**src/include/ccsel_pkg.sv**
```systemverilog
// Package for the clock ratio and sub-clock select block: map, fields, resets, timing
package ccsel_pkg;

    // ----------------------------------------
    // Register map (word index on the plain register port)
    // ----------------------------------------
    localparam int ADDR_W = 4;
    localparam int DATA_W = 16;
    localparam logic [ADDR_W-1:0] ADDR_RATIO_CTRL = 4'h0;
    localparam logic [ADDR_W-1:0] ADDR_SUB_CTRL = 4'h1;
    localparam logic [ADDR_W-1:0] ADDR_STATUS = 4'h2;

    // ----------------------------------------
    // clock_ratio_control fields
    // ----------------------------------------
    localparam int SYS_RATIO_LSB = 8;
    localparam int PERIPH_RATIO_LSB = 4;
    localparam int BUS_RATIO_LSB = 0;
    localparam int RATIO_W = 3;
    localparam logic [15:0] RATIO_CTRL_RESET = 16'h0222;

    // Ratio codes: 000 x8, 001 x4, 010 x2, 011 x1, 1xx prohibited
    localparam logic [2:0] RATIO_X8 = 3'h0;
    localparam logic [2:0] RATIO_X4 = 3'h1;
    localparam logic [2:0] RATIO_X2 = 3'h2;
    localparam logic [2:0] RATIO_X1 = 3'h3;
    localparam int RATIO_BAD_BIT = 2;

    // ----------------------------------------
    // sub_clock_control fields
    // ----------------------------------------
    localparam int OSC_HALT_BIT = 3;
    localparam int PLL_HALT_BIT = 2;
    localparam int WAKE_SRC_BIT = 1;
    localparam int SLOW_SRC_BIT = 0;
    localparam logic [7:0] SUB_CTRL_RESET = 8'h0c;

    // ----------------------------------------
    // Status register fields
    // ----------------------------------------
    localparam int ST_SYS_LSB = 8;
    localparam int ST_PERIPH_LSB = 4;
    localparam int ST_BUS_LSB = 0;
    localparam int ST_SUB_BIT = 12;
    localparam int ST_STANDBY_BIT = 13;
    localparam int ST_PENDING_BIT = 14;

    // ----------------------------------------
    // Timing
    // ----------------------------------------
    localparam int SUB_DIVIDE = 128;
    localparam int MAIN_PHASES = 8;
    localparam int PHASE_W = 3;

    typedef struct packed {
        logic [2:0] sys;
        logic [2:0] periph;
        logic [2:0] bus;
    } ccsel_ratios_t;

    typedef struct packed {
        logic sys;
        logic periph;
        logic bus;
    } ccsel_ticks_t;

endpackage

```
**src/ccsel_top.sv**
```systemverilog
// Clock ratio selection, sub-clock selection and standby clock control
//
// What this block does
// - Peripheral ratio 000..011 gives input clock x8, x4, x2, x1; 1xx prohibited.
// - Peripheral clock faster than system clock runs at system clock instead.
// - Bus ratio 000..011 gives input clock x8, x4, x2, x1; 1xx prohibited.
// - Bus clock faster than system clock runs at system clock instead.
// - Oscillator halt bit, reset 1, stops oscillator in standby when set.
// - PLL halt bit, reset 1, stops PLL during sub-clock operation when set.
// - Wake source bit picks main or sub clock after interrupt ends standby.
// - Wake source bit matters only when standby was entered from sub-clock operation.
// - Slow source bit set puts all three clocks on the sub clock.
// - Slow source bit clears on write of 0 or standby entry from sub-clock operation with wake bit 0.
// - Sub clock is the shaped external clock divided by 128.
// - New settings apply after the bus cycle ends, within one input clock; a switch to the sub clock waits for a sub tick.
// - System clock setting wins; peripheral and bus never exceed it, except when their own new code is prohibited and a faster old ratio stays.
//
// Implementation choices: the register addresses and the plain strobed port.
`timescale 1ns/1ns
`default_nettype none

module ccsel_top
    import ccsel_pkg::*;
#(
    parameter int SUB_DIV = SUB_DIVIDE
) (
    input wire logic sys_clk,
    input wire logic reset_n,
    input wire logic [ADDR_W-1:0] reg_addr,
    input wire logic [DATA_W-1:0] reg_wdata,
    input wire logic reg_wr,
    input wire logic reg_rd,
    output logic [DATA_W-1:0] reg_rdata,
    input wire logic bus_busy,
    input wire logic standby_enter,
    input wire logic standby_wake,
    input wire logic ext_clk_pin,
    output logic sys_clk_en,
    output logic periph_clk_en,
    output logic bus_clk_en,
    output logic osc_halt,
    output logic pll_halt,
    output logic standby_active,
    output logic sub_active
);

    localparam int SUB_W = $clog2(SUB_DIV);

    // ----------------------------------------
    // Elaboration checks
    // ----------------------------------------
    generate
        if (SUB_DIV < 2 || (1 << SUB_W) != SUB_DIV) begin : g_bad_div
            $error("SUB_DIV must be a power of two of at least 2");
        end
    endgenerate

    // ----------------------------------------
    // Register state
    // ----------------------------------------
    logic [15:0] ratio_ctrl_r;
    logic [7:0] sub_ctrl_r;
    logic pending_r;
    logic in_standby_r;
    logic from_sub_r;
    ccsel_ratios_t applied_r;
    logic sub_src_r;

    logic wr_ratio;
    logic wr_sub;
    logic auto_clear;
    assign wr_ratio = reg_wr && (reg_addr == ADDR_RATIO_CTRL);
    assign wr_sub = reg_wr && (reg_addr == ADDR_SUB_CTRL);
    // Standby entry from sub-clock operation with wake bit clear drops the slow source
    assign auto_clear = standby_enter && !in_standby_r && sub_src_r && !sub_ctrl_r[WAKE_SRC_BIT];

    // All bits are stored as written; reserved bits are software's to keep at zero
    always_ff @(posedge sys_clk or negedge reset_n) begin
        if (!reset_n) begin
            ratio_ctrl_r <= RATIO_CTRL_RESET;
        end else if (wr_ratio) begin
            ratio_ctrl_r <= reg_wdata;
        end
    end

    // Auto-clear wins over a write in the same cycle; both cannot come from one CPU anyway
    always_ff @(posedge sys_clk or negedge reset_n) begin
        if (!reset_n) begin
            sub_ctrl_r <= SUB_CTRL_RESET;
        end else begin
            if (wr_sub) begin
                sub_ctrl_r <= reg_wdata[7:0];
            end
            if (auto_clear) begin
                sub_ctrl_r[SLOW_SRC_BIT] <= 1'b0;
            end
        end
    end

    // ----------------------------------------
    // Standby tracking
    // ----------------------------------------
    always_ff @(posedge sys_clk or negedge reset_n) begin
        if (!reset_n) begin
            in_standby_r <= 1'b0;
            from_sub_r <= 1'b0;
        end else if (standby_enter && !in_standby_r) begin
            in_standby_r <= 1'b1;
            from_sub_r <= sub_src_r;
        end else if (standby_wake && in_standby_r) begin
            in_standby_r <= 1'b0;
        end
    end

    // ----------------------------------------
    // External clock shaping and sub-clock divider
    // ----------------------------------------
    logic ext_s1_r;
    logic ext_s2_r;
    logic ext_s3_r;
    logic shaped_r;
    logic [SUB_W-1:0] sub_cnt_r;
    logic shaped_rise;
    logic sub_tick;

    always_ff @(posedge sys_clk or negedge reset_n) begin
        if (!reset_n) begin
            ext_s1_r <= 1'b0;
            ext_s2_r <= 1'b0;
            ext_s3_r <= 1'b0;
        end else begin
            ext_s1_r <= ext_clk_pin;
            ext_s2_r <= ext_s1_r;
            ext_s3_r <= ext_s2_r;
        end
    end

    // A level counts only when two stages agree, which rejects single-sample noise
    always_ff @(posedge sys_clk or negedge reset_n) begin
        if (!reset_n) begin
            shaped_r <= 1'b0;
        end else if (ext_s2_r == ext_s3_r) begin
            shaped_r <= ext_s3_r;
        end
    end

    assign shaped_rise = (ext_s2_r == ext_s3_r) && ext_s3_r && !shaped_r;
    assign sub_tick = shaped_rise && (sub_cnt_r == SUB_W'(SUB_DIV - 1));

    always_ff @(posedge sys_clk or negedge reset_n) begin
        if (!reset_n) begin
            sub_cnt_r <= '0;
        end else if (shaped_rise) begin
            sub_cnt_r <= sub_cnt_r + 1'b1;
        end
    end

    // ----------------------------------------
    // Main clock phase counter
    // ----------------------------------------
    // One full input-clock period is eight system cycles; every ratio ends a period
    // on the last phase, so switching there never cuts a pulse short.
    logic [PHASE_W-1:0] phase_r;
    logic phase_end;

    always_ff @(posedge sys_clk or negedge reset_n) begin
        if (!reset_n) begin
            phase_r <= '0;
        end else begin
            phase_r <= phase_r + 1'b1;
        end
    end

    assign phase_end = (phase_r == PHASE_W'(MAIN_PHASES - 1));

    function automatic logic ratio_tick(input logic [2:0] code, input logic [PHASE_W-1:0] ph);
        logic t;
        t = 1'b0;
        unique case (code)
            RATIO_X8: t = 1'b1;
            RATIO_X4: t = ph[0];
            RATIO_X2: t = &ph[1:0];
            RATIO_X1: t = &ph;
            default: t = 1'b0;
        endcase
        return t;
    endfunction

    // Larger code means slower clock; the slower of own and system ratio wins
    function automatic logic [2:0] clamp_ratio(input logic [2:0] own, input logic [2:0] sys);
        return (own > sys) ? own : sys;
    endfunction

    // ----------------------------------------
    // Deferred application of new settings
    // ----------------------------------------
    ccsel_ratios_t req_ratios;
    logic req_sub;
    logic boundary;
    logic apply;

    always_comb begin
        req_ratios.sys = ratio_ctrl_r[SYS_RATIO_LSB +: RATIO_W];
        req_ratios.periph = clamp_ratio(ratio_ctrl_r[PERIPH_RATIO_LSB +: RATIO_W], req_ratios.sys);
        req_ratios.bus = clamp_ratio(ratio_ctrl_r[BUS_RATIO_LSB +: RATIO_W], req_ratios.sys);
    end

    // After waking from standby entered in sub mode, the wake bit decides the source
    assign req_sub = sub_ctrl_r[SLOW_SRC_BIT];

    // Going to the sub clock waits for a sub tick so the first slow period is whole
    assign boundary = (req_sub && !sub_src_r) ? sub_tick : phase_end;
    assign apply = pending_r && !bus_busy && boundary;

    // A write in the applying cycle keeps the request pending
    always_ff @(posedge sys_clk or negedge reset_n) begin
        if (!reset_n) begin
            pending_r <= 1'b0;
        end else if (wr_ratio || wr_sub || auto_clear || (standby_wake && in_standby_r)) begin
            pending_r <= 1'b1;
        end else if (apply) begin
            pending_r <= 1'b0;
        end
    end

    // Prohibited codes leave the previously applied ratio in force
    always_ff @(posedge sys_clk or negedge reset_n) begin
        if (!reset_n) begin
            applied_r <= '{sys: RATIO_X2, periph: RATIO_X2, bus: RATIO_X2};
        end else if (apply) begin
            if (!req_ratios.sys[RATIO_BAD_BIT]) begin
                applied_r.sys <= req_ratios.sys;
            end
            if (!req_ratios.periph[RATIO_BAD_BIT]) begin
                applied_r.periph <= req_ratios.periph;
            end
            if (!req_ratios.bus[RATIO_BAD_BIT]) begin
                applied_r.bus <= req_ratios.bus;
            end
        end
    end

    always_ff @(posedge sys_clk or negedge reset_n) begin
        if (!reset_n) begin
            sub_src_r <= 1'b0;
        end else if (apply) begin
            sub_src_r <= req_sub;
        end
    end

    // ----------------------------------------
    // Clock enables
    // ----------------------------------------
    ccsel_ticks_t tick_nxt;

    always_comb begin
        if (in_standby_r) begin
            tick_nxt = '0;
        end else if (sub_src_r) begin
            tick_nxt = '{sys: sub_tick, periph: sub_tick, bus: sub_tick};
        end else begin
            tick_nxt.sys = ratio_tick(applied_r.sys, phase_r);
            tick_nxt.periph = ratio_tick(applied_r.periph, phase_r);
            tick_nxt.bus = ratio_tick(applied_r.bus, phase_r);
        end
    end

    always_ff @(posedge sys_clk or negedge reset_n) begin
        if (!reset_n) begin
            sys_clk_en <= 1'b0;
            periph_clk_en <= 1'b0;
            bus_clk_en <= 1'b0;
        end else begin
            sys_clk_en <= tick_nxt.sys;
            periph_clk_en <= tick_nxt.periph;
            bus_clk_en <= tick_nxt.bus;
        end
    end

    // ----------------------------------------
    // Oscillator, PLL and mode outputs
    // ----------------------------------------
    always_ff @(posedge sys_clk or negedge reset_n) begin
        if (!reset_n) begin
            osc_halt <= 1'b0;
            pll_halt <= 1'b0;
            standby_active <= 1'b0;
            sub_active <= 1'b0;
        end else begin
            osc_halt <= in_standby_r && sub_ctrl_r[OSC_HALT_BIT];
            pll_halt <= sub_src_r && sub_ctrl_r[PLL_HALT_BIT];
            standby_active <= in_standby_r;
            sub_active <= sub_src_r;
        end
    end

    // ----------------------------------------
    // Read port
    // ----------------------------------------
    logic [DATA_W-1:0] rd_nxt;

    always_comb begin
        rd_nxt = '0;
        unique case (reg_addr)
            ADDR_RATIO_CTRL: rd_nxt = ratio_ctrl_r;
            ADDR_SUB_CTRL: rd_nxt = {8'h00, sub_ctrl_r};
            ADDR_STATUS: begin
                rd_nxt[ST_SYS_LSB +: RATIO_W] = applied_r.sys;
                rd_nxt[ST_PERIPH_LSB +: RATIO_W] = applied_r.periph;
                rd_nxt[ST_BUS_LSB +: RATIO_W] = applied_r.bus;
                rd_nxt[ST_SUB_BIT] = sub_src_r;
                rd_nxt[ST_STANDBY_BIT] = in_standby_r;
                rd_nxt[ST_PENDING_BIT] = pending_r;
            end
            default: rd_nxt = '0;
        endcase
    end

    // Read data stands for exactly the cycle after the strobe
    always_ff @(posedge sys_clk or negedge reset_n) begin
        if (!reset_n) begin
            reg_rdata <= '0;
        end else if (reg_rd) begin
            reg_rdata <= rd_nxt;
        end else begin
            reg_rdata <= '0;
        end
    end

endmodule

`default_nettype wire

```
**config.mk**
```make
export PLATFORM = sky130hd
export DESIGN_NAME = ccsel_top
export DESIGN_NICKNAME = d
export VERILOG_FILES = /design/src/include/ccsel_pkg.sv /design/src/ccsel_top.sv
export SDC_FILE = /design/constraint.sdc
export NUM_CORES = 1
export LEC_CHECK = 0
export ABC_AREA = 0
export BUFFER_PORTS_ARGS = -buffer_cell sky130_fd_sc_hd__buf_2
export CAP_MARGIN = 25
export CORE_UTILIZATION = 26
export DETAILED_ROUTE_END_ITERATION = 7
export SKIP_CTS_REPAIR_TIMING = 1
export SLEW_MARGIN = 25
export SYNTH_ARGS = -nofsm -noshare
export SYNTH_HDL_FRONTEND = slang
export SYNTH_SLANG_ARGS = --single-unit
export TNS_END_PERCENT = 50
```
**constraint.sdc**
```tcl
create_clock -name sys_clk -period 4.8 [get_ports sys_clk]
set_input_delay 0.24 -clock sys_clk [delete_from_list [all_inputs] [get_ports sys_clk]]
set_output_delay 0.24 -clock sys_clk [all_outputs]
set_load 0.01 [all_outputs]
```
Word level (Yosys, flattened, before mapping)
Index checks and enable logic that the tools add are counted.
Word-level totals
  word-level logic and storage cells: 101
  output and inout port bits: 23
  flip-flop bits (word level): 70
  input port bits: 28
Cells by class
  bitwise gates (word level): 3
  multiplexer cells: 23
  reduce and logical (&&, ||, !) cells: 34
  add/sub/neg operators: 2
  magnitude comparators: 2
  equal/unequal tests: 14
Operators by type and width (count)
  case mux 3 bit (3 select lines): 2
  two-way mux 16 bit: 1
  logical AND 1 bit: 14
  == test 2 bit (second input constant): 6
  two-way mux 3 bit: 4
  case mux 1 bit (4 select lines): 3
  case mux 3 bit (2 select lines): 2
  zero test 3 bit: 3
  two-way mux 1 bit: 9
  AND reduction 2 bit: 4
  adder 7 x 1 -> 7 bit (second input constant): 1
  == test 7 bit (second input constant): 1
  == test 2 x 1 -> 1 bit (second input constant): 3
  greater-than comparator 3 bit: 2
  nonzero test 2 bit: 3
  zero test 1 bit: 5
  == test 4 x 1 -> 1 bit (second input constant): 1
  == test 4 x 2 -> 1 bit (second input constant): 1
  zero test 4 bit: 1
  case mux 1 bit (2 select lines): 2
  adder 3 x 1 -> 3 bit (second input constant): 1
  == test 3 bit (second input constant): 1
  logical OR 1 bit: 3
  inverter 1 bit: 3
  other kinds (2): 2

Depth between registers and ports, before layout
  word-level depth: 8
  depth in mapped cells: 7
  gate-level depth less buffers: 7

Worst setup path before layout
No wires, ideal clock.
  kind: register -> register
  from: register ratio_ctrl_r[9]
  to: register applied_r[3] (netlist name)
  arrival time: 1.859 ns
  data required time: 4.675 ns
  path slack: 2.816 ns
  setup time: 0.125 ns
  buffers on the path: 0
  period minus slack after synthesis: 1.984 ns
  cell stages (with the launch flop): 7
  path through: dfstp_2 > inv_1 > ha_1 > a31oi_1 > and2_1 > mux2_2 > mux2_2
On the way
  word-level cells in the longest chain between the ends: 4
Ends and longest elaborated chain
  start: declaration: line ccsel_top.sv:61  | logic [15:0] ratio_ctrl_r;
  start signal: assignment: line ccsel_top.sv:82  | ratio_ctrl_r <= reg_wdata;
  greater-than comparator 3 bit *: line ccsel_top.sv:191  | return (own > sys) ? own : sys;
  two-way mux 3 bit *: line ccsel_top.sv:191
  inverter 1 bit (no line)
  AND reduction 2 bit (no line)
  end signal: assignment: line ccsel_top.sv:229  | applied_r <= '{sys: RATIO_X2, periph: RATIO_X2, bus: RATIO_X2};
  end: declaration: line ccsel_top.sv:66  | ccsel_ratios_t applied_r;
Every way passes the cells marked *; elsewhere a longest branch is shown, timed or not.
A chain may end at the register's enable or synchronous reset.

Worst setup path in the final report
Same ends and word-level chain as after synthesis.

==> summary.md <==
| Metric | Value |
|---|---|
| Vias in the first global route | 2098 |
| Met1 usage | roughly 14% |
| # port buffers | 50 |
| Seq. cell area | 0.001762 sq mm |
| DR pass1 iterations | 4 |
| Post-synthesis async set-or-reset flop share | 100.0% |
| Worst Setup SP | ratio_ctrl_r[9] |
| CP Launch Type | flop |
| Hpwl dp | approximately 4.5 mm |
| Antenna diode count | 0 |
| DR iter-0 viols | 93 |
| Layout cells sized above 1 | 37.54% |
| CTS tree | yes |
| # fillers | around 1.2k |
| DRT Wirelength | around 6.4 mm |
| CP Data Arrival Time | 2.30 ns |
| CP delay by family, top | multiplexers |
| Hold Violations, Final | 0 |
| Die area | 0.01225 sq mm |
| H-tree depth | 3 |
| Avg Cell Area, Syn | 12.75 sq um |
| Synth Area in Compound Gates | under 10% |
| Skew final | 0.004989 ns |
| Most frequent CP cell | mux2_2 |
| Buf/Inv on CP | 1 |
| Worst slack, placed | ~2.7 ns |
| Adder-cell share of the synthesized area | 4.073% |
| Main combinational cell family by area after synthesis | multiplexers |
| Antenna-violating nets left | 0 |
| Maximum VDD drop | about 0.16 mV |
| Worst min path class | in -> reg |
| Minimum clock period | ~2.1 ns |
| Top post-synthesis cells by area | dfrtp_1 51%, mux2_2 9.9%, dfstp_2 6.8% |
| Synth unique cells | 43 |
| DP Area | roughly 0.0035 sq mm |
| Mux cell area share after synthesis | 16.46% |
| Power Dens Cells | just over 500 mW/mm^2 |
| Yosys top cell area share | 50.51% |
| Max_slew headroom | between 40% and 50% |
| Pleak | approximately 1.8 nW |
| Worst-path clk slew | roughly 0.05 ns |
| Synth Instances | between 200 and 250 |
| Max Freq | ~0.48 GHz |
| M3 GR Usage | approximately 3.7% |
| Fin cells | between 400 and 500 |
| Outcome | finished clean |
| Clk_lat worst skew | 0.32 ns |
| Fin. max-slew vios | 0 |
| Initial antenna violation count | 0 |
| Total gr overflow | 0 |
| NumNets Final | about 330 |
| RSZ-0062 raised after global routing | false |
| Rows | 39 |
| Via Count | 2012 |
| Most used DFF post-synth | dfrtp_1 |
| Clock Sinks | 70 |
| Syn nets | between 200 and 300 |
| Die span in y | 110.7 microns |
| Dpl cells | roughly 430 |
| Horiz. Die Dim | 110.7 microns |
| Finished Cell Area | about 0.0038 sq mm |
| # Max-Cap Violations | 0 |
| First-pass GRT wire length | roughly 11 mm |
| GR peak layer | met2 |
| Synth area leader | dfrtp_1 |
| DRC | 0 |
| Register area share after synthesis | a little under three fifths |
| Worst-Margin Slew | approximately 0.88 ns |
| Core box area | 0.01147 sq mm |
| Crit-path max FO | 5 |
| Setup violations, final | 0 |
| I/O pin count | between 50 and 60 |
| Syn. warnings | 0 |
| Slowest CP cell | dfstp_2 |
| Initial Util | between 20% and 30% |
| Drt wl/cell | around 14 microns |
| Final worst slack | between 2 and 3 ns |
| P&R area growth vs syn | 24.07% |
| Synth Cell Area | between 0.003 and 0.004 sq mm |
| Area occupied by multi-input gates | approximately 0.0012 sq mm |
| FF-to-FF Start | ratio_ctrl_r[9] |
| Synth Register Bits | 70 |
| Cell Chain, Critical Path | inv_1 > ha_1 > a31oi_1 > and2_1 > mux2_2 > mux2_2 |
| Pin count of the biggest net entering global routing | ~70 |
| Met2 Resource Use GR | between 10% and 20% |
| Period utilization | between 40% and 50% |
| Critical path class | reg -> reg |
| EDFF count, synth | 0 |
| CP max stage delay | 0.54 ns |
| Max Root-Sink Buffers | 2 |
| Clock buffer count from CTS | 9 |
| Crit. End Element | flop |
| Worst hold start | ext_clk_pin |
| RePlAce Congestion | 0.7422 |
| Root buffer cell | clkbuf_16 |
| XOR/XNOR Fraction of Synth Area | under 10% |
| WP data required | ~5.0 ns |
| Setup TNS after final layout | 0 ns |
| Drt via density | roughly 4.5 |
| Simple-Gate Fraction of Synth Area | between 10 and 15% |
| Final core occ | 33.24% |
| Gr usage total | between 10% and 20% |
[Yosys cell counts, types with 4 or more instances]
cell	n
mux2i_1	16
inv_1	7
dfstp_2	8
nand3_1	4
ha_1	10
dfrtp_1	62
mux2_2	27
nand2_1	12
o21ai_0	8
o21a_1	4
a21oi_1	8
and2_1	6
nor2_1	25
[sequential cells by signal, summed over array words and instances (netlist names), 3 cells and up]
name	cells
sub_cnt_r	7
phase_r	3
sub_ctrl_r	8
applied_r	6
ratio_ctrl_r	16
reg_rdata	16
[report_power, final]
group | switching [mW] | internal [mW]
Sequential | 0.102 | 0.724
Combinational | 0.167 | 0.187
Clock | 0.250 | 0.510
[path summary, 6_finish.rpt]
kind,cells past startpoint,slack (ns),end
worst max-delay path,6,2.70,applied_r[3]
worst min-delay path,1,0.03,ext_s1_r
worst max register to register,6,2.70,applied_r[3]
worst min register to register,0,0.34,ext_s2_r
max in group asynchronous,2,4.10,ratio_ctrl_r[12]
min in group asynchronous,2,0.12,reg_rdata[13]
[cells by family (layout without fill, tap and decap cells)]
group | Yosys count | count (layout)
XOR/XNOR | 6 | 6
multiplexers | 46 | 46
AO/OA/AOI/OAI | 30 | 30
flip-flops | 70 | 70
buffers and inverters | 14 | 74
AND/OR/NAND/NOR | 65 | 65
adder cells (fa/ha/maj) | 10 | 10
[through the flow]
step	power, mW	hold slack (ns)
finish	1.940	0.03183
global route	2.049	0.02025
CTS	1.961	0.02638
detailed placement	1.197	0.3362
global placement	1.180	0.3335
floorplan	1.075	-0.05559
[per-layer routing]
| layer | up-vias | part of all wire (%) |
|---|---|---|
| met3 | 5 | 4.5 |
| met1 | 1016 | 45 |
| li1 | 950 | - |
| met4 | 0 | 0.76 |
| met5 | - | 0 |
| met2 | 41 | 50 |
[final cells by class]
cell class | instances | area share [%]
clock buffer | 9 | 5.909
clock inverter | 7 | 3.184
timing repair buffer | 51 | 6.763
inverter | 7 | 0.6894
multi-input combinational | 157 | 32.53
sequential | 70 | 46.22
tap | 143 | 4.695
[placed cells by master (no fill, tap or decap), types with 2 or more instances in the layout]
cell type	synthesis	routed
dfrtp_1	62	62
nor3_1	3	3
or2_2	2	2
nand2_1	12	12
nand3_1	4	4
ha_1	10	10
mux2_4	2	2
a21oi_1	8	8
clkbuf_16	0	9
xnor2_1	3	3
o21a_1	4	4
mux2i_1	16	16
nor2_1	25	25
nand4_1	2	2
o21ai_0	8	8
and2_1	6	6
xor2_1	3	3
bufinv_16	0	3
clkinv_4	0	2
buf_2	2	50
nor2b_1	2	2
mux2_2	27	27
a22oi_1	3	3
inv_1	7	7
dfstp_2	8	8
[worst reg2reg max path: cells and delay by family (launching register included)]
kind,cells,cell delay [ns]
buffers and inverters,1,0.09
adders and majority gates,1,0.30
AOI/OAI and AO/OA,1,0.25
muxes,2,0.59
and+or+nand+nor,1,0.22
DFF,1,0.54
Power figures use the tool's default switching activity.
